## src/include/burst_sram_defines.vh

```
`ifndef BURST_SRAM_DEFINES_VH
`define BURST_SRAM_DEFINES_VH

// Word and lane layout
`define LANE_COUNT 4
`define LANE_WIDTH 9
`define WORD_WIDTH 36
`define DATA_BITS_PER_LANE 8
// Default address width and burst counter width
`define ADDR_WIDTH_DEFAULT 21
`define BURST_BITS 2
// Burst order strap levels
`define ORDER_LINEAR 1'b0
`define ORDER_INTERLEAVED 1'b1
// Operation state codes
`define OP_IDLE 2'h0
`define OP_READ 2'h1
`define OP_WRITE 2'h2

`endif

```

## src/rtl/burst_counter.v

```verilog
`timescale 1ns/1ps
`include "burst_sram_defines.vh"

module burst_counter (
  input wire clock, // System clock
  input wire reset, // Synchronous reset, active high
  input wire load, // Take new start bits
  input wire step, // Advance one beat
  input wire orderInterleaved, // 1 = interleaved, 0 = linear
  input wire [1:0] startBits, // Low two address bits
  output wire [1:0] lowAddr // Current low address
);
  reg [1:0] start_reg;
  reg [1:0] beat_reg;
  wire [1:0] beat_next;

  // Wraps after four beats, as a two-bit burst should
  assign beat_next = beat_reg + 2'h1;
  // Interleaved order XORs the beat count into the start bits
  assign lowAddr = orderInterleaved ? (start_reg ^ beat_reg)
                                    : (start_reg + beat_reg);

  always @(posedge clock) begin
    if (reset) begin
      start_reg <= 2'h0;
      beat_reg <= 2'h0;
    end else if (load) begin
      start_reg <= startBits;
      beat_reg <= 2'h0;
    end else if (step) begin
      beat_reg <= beat_next;
    end
  end
endmodule // burst_counter

```

## src/rtl/sync_burst_sram_control_port.v

```verilog
`timescale 1ns/1ps
`include "burst_sram_defines.vh"

// Summary of operation
// - Capture address on qualified load edges while selected
// - Low two address bits load burst counter
// - Active-low byte strobes, write needs write-enable
// - Write-enable sampled only on qualified edges
// - Advance high steps the burst counter
// - Advance low loads a new address
// - Act only when clock-qualify is low
// - Selected when A low, B high, C low
// - Output enable low drives data pins
// - Output enable high tristates data pins
// - Data outputs off during write data phase
// - Outputs off first cycle after deselect
// - Outputs off while deselected
// - Clock-qualify high holds state, stays selected
// - Read data from previous captured address
// - Strap low linear, high interleaved order
// - Parity lines gated by their lane strobe
module sync_burst_sram_control_port #(
  parameter ADDR_WIDTH = `ADDR_WIDTH_DEFAULT, // Word address width
  parameter DEPTH = 64 // Words modelled in the array
) (
  input wire clock, // Memory clock
  input wire reset, // Synchronous reset, active high
  input wire [ADDR_WIDTH-1:0] address, // Address pins
  input wire advance_or_load, // 1 = advance burst, 0 = load
  input wire writeEnableN, // Write enable, active low
  input wire byte_lane_strobe_first_n, // Lane 0 strobe
  input wire byte_lane_strobe_second_n, // Lane 1 strobe
  input wire byte_lane_strobe_third_n, // Lane 2 strobe
  input wire byte_lane_strobe_fourth_n, // Lane 3 strobe
  input wire clock_qualify_n, // Clock qualify, active low
  input wire chip_select_a_n, // Chip select A, active low
  input wire chip_select_b, // Chip select B, active high
  input wire chip_select_c_n, // Chip select C, active low
  input wire outputEnableN, // Asynchronous output enable
  input wire burstOrderStrap, // 0 = linear, 1 = interleaved
  input wire [31:0] dataIn, // Data pins, input side
  input wire [3:0] parity_data_lines_in, // Parity pins, input
  output reg [31:0] dataOut, // Data pins, output side
  output reg [3:0] parity_data_lines_out, // Parity pins, output
  output wire dataOeN, // Low while driving data pins
  output wire selected // Device currently selected
);
  localparam OP_IDLE = `OP_IDLE;
  localparam OP_READ = `OP_READ;
  localparam OP_WRITE = `OP_WRITE;

  // Pins from the controller are on this clock; no synchroniser needed
  reg [ADDR_WIDTH-1:0] addr_reg;
  reg [1:0] op_reg;
  reg [3:0] strobe_reg;
  reg wasDeselected_reg;
  reg firstAfterDeselect_reg;
  reg orderStrap_reg;
  reg strapMeta_reg;
  reg [`WORD_WIDTH-1:0] mem [0:DEPTH-1];
  reg [ADDR_WIDTH-1:0] addr_next;
  reg [1:0] op_next;
  reg [3:0] strobe_next;
  reg wasDeselected_next;
  reg firstAfterDeselect_next;

  wire qualified;
  wire selectNow;
  wire [3:0] strobeNow;
  wire [1:0] lowAddr;
  wire [ADDR_WIDTH-1:0] effAddr;
  wire [`WORD_WIDTH-1:0] writeWord;
  wire [`WORD_WIDTH-1:0] readWord;
  wire loadNew;
  wire stepBurst;
  wire outputsMasked;
  wire writeNow;
  wire maskWrite;
  wire maskIdle;
  wire maskEmerge;

  assign qualified = ~clock_qualify_n;
  assign selectNow = ~chip_select_a_n & chip_select_b
                     & ~chip_select_c_n;
  assign strobeNow = ~{byte_lane_strobe_fourth_n, byte_lane_strobe_third_n,
                       byte_lane_strobe_second_n,
                       byte_lane_strobe_first_n};
  assign loadNew = qualified & ~advance_or_load & selectNow;
  // Advance only continues an access already running
  assign stepBurst = qualified & advance_or_load
                     & (op_reg != OP_IDLE);
  assign selected = (op_reg != OP_IDLE);

  burst_counter burst_counter_inst (
    .clock(clock),
    .reset(reset),
    .load(loadNew),
    .step(stepBurst),
    .orderInterleaved(orderStrap_reg),
    .startBits(address[1:0]),
    .lowAddr(lowAddr)
  );

  assign effAddr = {addr_reg[ADDR_WIDTH-1:2], lowAddr};

  // Address captured on the previous qualified rise; flow-through read
  assign readWord = mem[effAddr % DEPTH];

  // Strap is a board pin, not on this clock: two flops before use
  // Reset value matches an open strap, which means interleaved
  always @(posedge clock) begin
    if (reset) begin
      strapMeta_reg <= `ORDER_INTERLEAVED;
      orderStrap_reg <= `ORDER_INTERLEAVED;
    end else begin
      strapMeta_reg <= burstOrderStrap;
      orderStrap_reg <= strapMeta_reg;
    end
  end

  // Next state; clock-qualify high keeps every register as it is
  always @* begin
    addr_next = addr_reg;
    op_next = op_reg;
    strobe_next = strobe_reg;
    wasDeselected_next = wasDeselected_reg;
    firstAfterDeselect_next = firstAfterDeselect_reg;
    if (qualified) begin
      firstAfterDeselect_next = 1'b0;
      if (loadNew) begin
        addr_next = address;
        // High write-enable on the command cycle means a read
        op_next = writeEnableN ? OP_READ : OP_WRITE;
        firstAfterDeselect_next = wasDeselected_reg;
        wasDeselected_next = 1'b0;
      end else if (~advance_or_load) begin
        op_next = OP_IDLE;
        wasDeselected_next = 1'b1;
      end
      // Strobes apply per beat, including burst beats
      if (~writeEnableN | (stepBurst & (op_reg == OP_WRITE)))
        strobe_next = strobeNow;
      else
        strobe_next = 4'h0;
    end
  end

  // First access after reset counts as leaving the deselected state
  always @(posedge clock) begin
    if (reset) begin
      addr_reg <= {ADDR_WIDTH{1'b0}};
      op_reg <= OP_IDLE;
      strobe_reg <= 4'h0;
      wasDeselected_reg <= 1'b1;
      firstAfterDeselect_reg <= 1'b0;
    end else begin
      addr_reg <= addr_next;
      op_reg <= op_next;
      strobe_reg <= strobe_next;
      wasDeselected_reg <= wasDeselected_next;
      firstAfterDeselect_reg <= firstAfterDeselect_next;
    end
  end

  // Write data arrives in the cycle after the command
  genvar lane;
  generate
    for (lane = 0; lane < `LANE_COUNT; lane = lane + 1) begin : g_lane
      assign writeWord[lane*`LANE_WIDTH +: `LANE_WIDTH] =
        strobe_reg[lane]
          ? {parity_data_lines_in[lane], dataIn[lane*8 +: 8]}
          : readWord[lane*`LANE_WIDTH +: `LANE_WIDTH];
    end
  endgenerate

  // Write lands on the data-phase edge; all strobes high stores nothing
  assign writeNow = qualified & (op_reg == OP_WRITE) & (|strobe_reg);

  always @(posedge clock) begin
    if (~reset & writeNow)
      mem[effAddr % DEPTH] <= writeWord;
  end

  integer i;
  always @* begin
    dataOut = 32'h0;
    parity_data_lines_out = 4'h0;
    for (i = 0; i < `LANE_COUNT; i = i + 1) begin
      dataOut[i*8 +: 8] = readWord[i*`LANE_WIDTH +: 8];
      parity_data_lines_out[i] = readWord[i*`LANE_WIDTH + 8];
    end
  end

  // Any mask overrides the asynchronous enable, avoiding bus contention
  assign maskWrite = (op_reg == OP_WRITE);
  assign maskIdle = (op_reg != OP_READ) & ~maskWrite;
  assign maskEmerge = firstAfterDeselect_reg;
  assign outputsMasked = maskWrite | maskIdle | maskEmerge;
  assign dataOeN = outputEnableN | outputsMasked;
endmodule // sync_burst_sram_control_port

```

## config.mk

```make
export PLATFORM = sky130hd
export DESIGN_NAME = sync_burst_sram_control_port
export DESIGN_NICKNAME = d
export VERILOG_FILES = /design/src/rtl/burst_counter.v /design/src/rtl/sync_burst_sram_control_port.v
export VERILOG_INCLUDE_DIRS = /design/src /design/src/include
export SDC_FILE = /design/constraint.sdc
export NUM_CORES = 2
export LEC_CHECK = 0
export BUFFER_PORTS_ARGS = -buffer_cell sky130_fd_sc_hd__buf_4
export CORE_ASPECT_RATIO = 1.1
export CORE_MARGIN = 8
export CORE_UTILIZATION = 39
export CTS_CLUSTER_DIAMETER = 100
export CTS_CLUSTER_SIZE = 24
export DETAILED_ROUTE_END_ITERATION = 6
export PLACE_DENSITY_LB_ADDON = 0.08
export SLEW_MARGIN = 0
export SYNTH_ARGS = -nofsm -noshare
export SYNTH_HDL_FRONTEND = slang
export SYNTH_HIERARCHICAL = 1
export SYNTH_SLANG_ARGS = --single-unit
```

## constraint.sdc

```tcl
create_clock -name clock -period 15.2 [get_ports clock]
set_input_delay 3.04 -clock clock [delete_from_list [all_inputs] [get_ports clock]]
set_output_delay 3.04 -clock clock [all_outputs]
set_load 0.02 [all_outputs]
```

# Yosys cells after proc, flatten, opt, wreduce, memory -nomap -nowiden

Memories as Yosys holds them, arrays and structs flattened.
Cells that the tools add are included.
W data, S select, Z words.

Reduce and logical (&&, ||, !) cells: 5
$add $sub $neg: 2
Mux-type cells: 14
Bitwise logic cells: 24
Equality and inequality tests: 3

Operator list:

| kind                  | number |
|---|---|
| $mux W9               | 4 |
| $and A1 B1 Y1         | 11 |
| $mux W2               | 4 |
| $not A1 Y1            | 7 |
| $mux W1               | 5 |
| $mux W4               | 1 |
| $ne A2 B1 Y1 const B  | 2 |
| $not A4 Y4            | 1 |
| $or A1 B1 Y1          | 4 |
| $reduce_and A2 Y1     | 2 |
| $reduce_or A4 Y1      | 1 |
| $add A2 B1 Y2 const B | 1 |
| $add A2 B2 Y2         | 1 |
| $eq A2 B2 Y1 const B  | 1 |
| $reduce_bool A2 Y1    | 1 |
| $reduce_or A2 Y1      | 1 |
| $xor A2 B2 Y2         | 1 |

Word-level logic and storage cells: 58
Register bits: 20
Memories: 1
RAM bits: 2304

Memory list:

| name | words | bits a word | rd ports | clocked after Yosys merged registers in | write ports | RTL line                          | source |
|---|---|---|---|---|---|---|---|
| mem  | 64    | 36          | 1        | 0                                       | 1           | sync_burst_sram_control_port.v:60 | `` reg [`WORD_WIDTH-1:0] mem [0:DEPTH-1]; `` |

# Logic depth before layout (Yosys ltp)

Depth in word-level cells: 6
Depth in mapped cells: 15

# Modules after synthesis

Netlist, hierarchy kept.

Modules (own cells, without submodules):

| module                       | seq. area each (um^2) | cells each | times used | area each (um^2) |
|---|---|---|---|---|
| sync_burst_sram_control_port | 69466.6               | 5200       | 1          | 90132.7 |
| burst_counter                | 80.1                  | 18         | 1          | 188.9 |

# Worst setup path before layout

Ideal clock, no wire load.

Kind: in2out
Start: in outputEnableN
End: out dataOeN
Setup slack: 8424 ps
Required time: 12160 ps
Stages: 1
Data arrival time: 3736 ps
Path through: or4b_2

Word-level cells in the longest chain between the ends: 1

RTL lines:

| what            | RTL line                           | source |
|---|---|---|
| start, declared | sync_burst_sram_control_port.v:39  | `input wire outputEnableN,` |
| $or A1 B1 Y1    | sync_burst_sram_control_port.v:199 | `assign dataOeN = outputEnableN \| outputsMasked;` |
| end, declared   | sync_burst_sram_control_port.v:45  | `output wire dataOeN,` |

No other way between the ends.

# Worst setup path after layout

Start: reg burst_counter_inst.beat_reg[0]
End: out dataOut[9]

Word-level cells in the longest chain between the ends: 3

RTL lines:

| what                                           | RTL line                               | source |
|---|---|---|
| start, declared                                | burst_counter.v:14                     | `reg [1:0] beat_reg;` |
| start signal, assigned                         | burst_counter.v:31                     | `beat_reg <= beat_next;` |
| $add A2 B2 Y2 or $xor A2 B2 Y2 (tied branches) | burst_counter.v:21, burst_counter.v:20 |  |
| $mux W2 *                                      | burst_counter.v:20                     | `assign lowAddr = orderInterleaved ? (start_reg ^ beat_reg)` |
| via lowAddr[0]                                 | sync_burst_sram_control_port.v:70      | `wire [1:0] lowAddr;` |
| $mem_v2 Z64 W36 *                              | -                                      |  |
| end, declared                                  | sync_burst_sram_control_port.v:43      | `output reg [31:0] dataOut,` |

The timed path passes the listed nets; every way through them passes the cells marked *.

==> results.md <==
Route:
- Summing over every cut layer, the via total after detailed routing is roughly 53000.
- The mean number of vias per cell is 6.337.
- The routed wire length per instance is 39.29 µm.
- After detailed routing, the number of remaining DRC violations is 0.
- Summed over all nets, wire length on met3 after detailed routing comes to 24450 µm.
- Wires add up to ~330000 µm.
- In the final routing, the length of wire on met1 measures 138300 µm.
- The detailed-routing iteration count for the pre-antenna-repair pass is 7.
- The routed design uses 152800 µm of met2 wire.
- Once detail routing completed, the nets flagged for antenna violations numbered 0.
- The first-iteration detailed-routing DRC count is 6994.
- After detailed routing, no signal wire sits above met4.

Clock network:
- The count of cells resized by post-cts repair is 0.
- The clock latency on the worst-skew pair is 810 ps.
- TritonCTS built the clock tree.
- TritonCTS created around 110 clock buffers.
- The tree built by TritonCTS fans out to 2322 sinks.
- In this run, post-CTS hold repair placed 0 buffers.
- The CTS clock-pin slew for the worst setup and hold paths is 100 ps.
- The maximum level of the CTS H-tree is 3.
- The tree is rooted in a clkbuf_16.
- No sink is reached through more buffers than the 3 on the longest clock path.
- The setup fix buffers added after clock tree synthesis is 0.

Power and ir drop:
- Across the VDD grid, the largest voltage drop is 91.23 µV.
- The internal cell power is 8.513 mW.
- The power share of the combinational group is 3.3%.
- Per report_power, the clock group accounts for 31.2% of the total.
- The net load switching power is 2.291 mW.
- The sequential cell fraction of total power is approximately two thirds.
- The share of total power consumed by net switching is 21.21%.
- Power spread over the standard cell area amounts to 109.8 nW/µm².
- The standby leakage power is 28.86 nW.
- The total power after layout is 10.80 mW.

Placement:
- Detailed placement ended at an HPWL of 181000 µm.
- The number of I/O port buffers is 93.
- Counting tap cells, the placed design contains a total of 8169 instances.
- The routability congestion estimate is 0.7758.

Synthesis:
- After synthesis the cells add up to 90320 µm².
- The mean area per synthesized cell is 17.31 µm².
- After technology mapping, the gate count stands at 5218.
- The number of nets in the synthesized netlist is roughly 5300.
- The most used flip-flop cell after synthesis is edfxtp_1.
- The number of distinct library cells after synthesis is 78.
- The synthesized design spends more area on one cell type than any other, namely edfxtp_1.
- The fraction of post-synthesis cell area in the top cell type by area is 76.60%.
- The count of flip-flops with a built-in enable after synthesis is 2304.
- Sorting the synthesized cells by area gives the leading types as edfxtp_1 77%, a22oi_1 4.1%, mux2_2 1.8%.
- During synthesis, Yosys emitted a total of 6 warnings.
- The fraction of synthesis flops using an asynchronous set or reset pin is 0%.
- The share of the Yosys chip area taken by registers is 77.00%.
- The register bit total from synthesis is 2322.

Critical path:
- The arrival time at the worst endpoint is 6410 ps.
- The critical path capture point type is an output pin.
- The data required time at the worst endpoint is around 12000 ps.
- The startpoint identified for the worst register-to-register timing path is burst_counter_inst/beat_reg[0].
- The slack of the worst reg-to-reg path is 8900 ps.
- The worst flop-to-flop path endpoint is mem[47][0].
- For the worst flop-to-flop path, the logic depth is 10.
- The kind of start point of the critical path is a register.
- In this run the worst path has a maximum fanout of 58.
- The worst setup path category is reg2out.

Finish:
- After the last flow step, the layout net total stands at 5266.
- The fraction of final layout cells with drive strength greater than 1 is 15.44%.
- After filler insertion, the fill cell instance count of the layout stands at 20570.
- The flip-flop count of the largest register, all copies and words added is 2304.
- Leaving out fill and tap cells, the most frequent cell in the layout is edfxtp_1.
- The final cell count without fillers is 8322.
- The library cells used most frequently in the layout, excluding fill and tap cells, are 2304 x edfxtp_1, 498 x a22oi_1, 274 x buf_4, 189 x o22ai_1, 179 x a221oi_1.
- The layout-stage area growth over the synthesis result is 8.950%.

STA:
- The fmax is ~110 MHz.
- The count of final max-slew check failures came to 0.
- The tightest slew margin relative to the limit is about a tenth.
- Setup repair after global routing left no endpoint under its margin.
- The summed negative setup slack over all endpoints is 0 ps.
- The clock arrives with 49.75 ps of skew.
- The final count of hold timing violations is 0.
- The period utilization is 62.14%.
- Setup violations remaining at the end of the flow were counted as 0.
- The worst path needs 9446 ps of the cycle, external delays included.
- For the pin with the worst max-slew slack, the measured transition is 1339 ps.

Global routing:
- The initial antenna violation count is 14.
- The number of global-route vias before repair is ~51000.
- The total global routing overflow is 0.
- Across every metal layer, demand over resource in global routing totals 25.62%.
- The pin count of the biggest net entering global routing is about 140.
- The wire length of the first global-routing pass is 441000 µm.

Min path:
- The worst hold path depth is 1.
- The worst hold path terminates at orderStrap_reg.
- In this run the most critical hold path is launched from strapMeta_reg.
- In this run the worst hold path is classified as reg2reg.

Outcome:
- The run finished with clean final reports.

Floorplan:
- The row count is 185.
- The width of the die is 474.8 µm.
- In this run the count of I/O pins placed on the die edge is 109.
- The die area is 247300 µm².
- The floorplan core area is 230500 µm².
- The die outline height is ~520 µm.
- Once the floorplan was initialized, standard cells occupied 39.18% of the core.

Job:
- Across the run, the number of max-cap violations was 0.
logic make-up after synthesis:
kind of cell             synth area share [%]
XOR/XNOR                              0.02910
buffers and inverters                   2.201
multiplexers                            4.190
AO/OA/AOI/OAI                           11.25
AND/OR/NAND/NOR                         5.321
flip-flops                              77.00
adder cells (fa/ha/maj)               0.01385
worst max-delay path, cell delays in order, from the launching register on:
cell and delay (ps):
dfxtp_1 370, ha_4 580, buf_12 340, buf_4 650, nor2b_4 160, buf_4 340, buf_4 480, a22oi_1 270
o22ai_1 120, or4_1 620, nor4b_2 890, o21ai_0 280, buf_4 240
power by group through the flow:
| stage | Sequential (mW) | Combinational [mW] | Clock, mW |
|---|---|---|---|
| 2_1_floorplan | 7.23 | 0.181 | 0 |
| 3_3_place_gp | 7.22 | 0.349 | 0 |
| 3_5_place_dp | 7.23 | 0.357 | 0 |
| 4_1_cts | 7.08 | 0.357 | 3.44 |
| 5_1_grt | 7.08 | 0.378 | 3.64 |
| 6_report | 7.08 | 0.357 | 3.37 |
layer usage:
metal	vias up	GRT usage (%)
li1	21510	-
met1	28400	36.26
met2	2423	41.12
met3	409	3.820
met4	0	7.874
met5	-	0
cell type report:
class | count | area, µm² | area share, %
multi-input cells | 2465 | 19620 | 19.94
well taps | 3085 | 3860 | 3.922
repair buffers | 287 | 2317 | 2.355
clock buffers | 135 | 2825 | 2.871
inverters | 10 | 42.54 | 0.04323
flip-flops and latches | 2322 | 69550 | 70.68
diodes | 4 | 10.01 | 0.01017
clock inverters | 14 | 173.9 | 0.1767
how the worst max path moves through the flow:
| stage | start | to | depth (start not counted) |
|---|---|---|---|
| after floorplan | outputEnableN | dataOeN | 1 |
| after global placement | burst_counter_inst/beat_reg[0] | dataOut[9] | 12 |
| after detailed placement | burst_counter_inst/beat_reg[0] | dataOut[9] | 12 |
| after CTS | burst_counter_inst/beat_reg[0] | dataOut[9] | 12 |
| after global routing | burst_counter_inst/beat_reg[0] | dataOut[9] | 12 |
| final | burst_counter_inst/beat_reg[0] | dataOut[9] | 12 |
per-stage QoR:
stage          hold WS [ps]  setup slack (ps)  utilization, %  area, µm²
6_report              418.1              5754           42.68      98410
5_1_grt               439.2              5478           42.68      98400
4_1_cts               421.2              5693           42.68      98400
3_5_place_dp          397.1              6622           41.38      95400
3_3_place_gp          396.1              6655           41.38      95400
2_1_floorplan         389.5              8424               -      90320
cells in the mapped netlist (all sizes together) (8+ instances only):
cell / count
a2111o: 10
a2111oi: 16
a211oi: 28
a21o: 11
a21oi: 158
a221o: 22
a221oi: 179
a222oi: 28
a22o: 36
a22oi: 498
a31oi: 12
and3: 25
buf: 231
clkbuf: 190
dfxtp: 18
edfxtp: 2304
inv: 10
mux2: 150
mux2i: 74
mux4: 60
nand2: 84
nand2b: 42
nand3: 75
nand3b: 108
nand4: 15
nand4bb: 8
nor2: 121
nor2b: 47
nor3: 68
nor3b: 24
nor4: 23
nor4b: 13
o2111ai: 18
o21ai: 77
o221ai: 15
o22a: 20
o22ai: 189
o2bb2ai: 16
o32ai: 14
or3: 8
or3b: 63
or4: 26
Power figures use the tool's default switching activity.
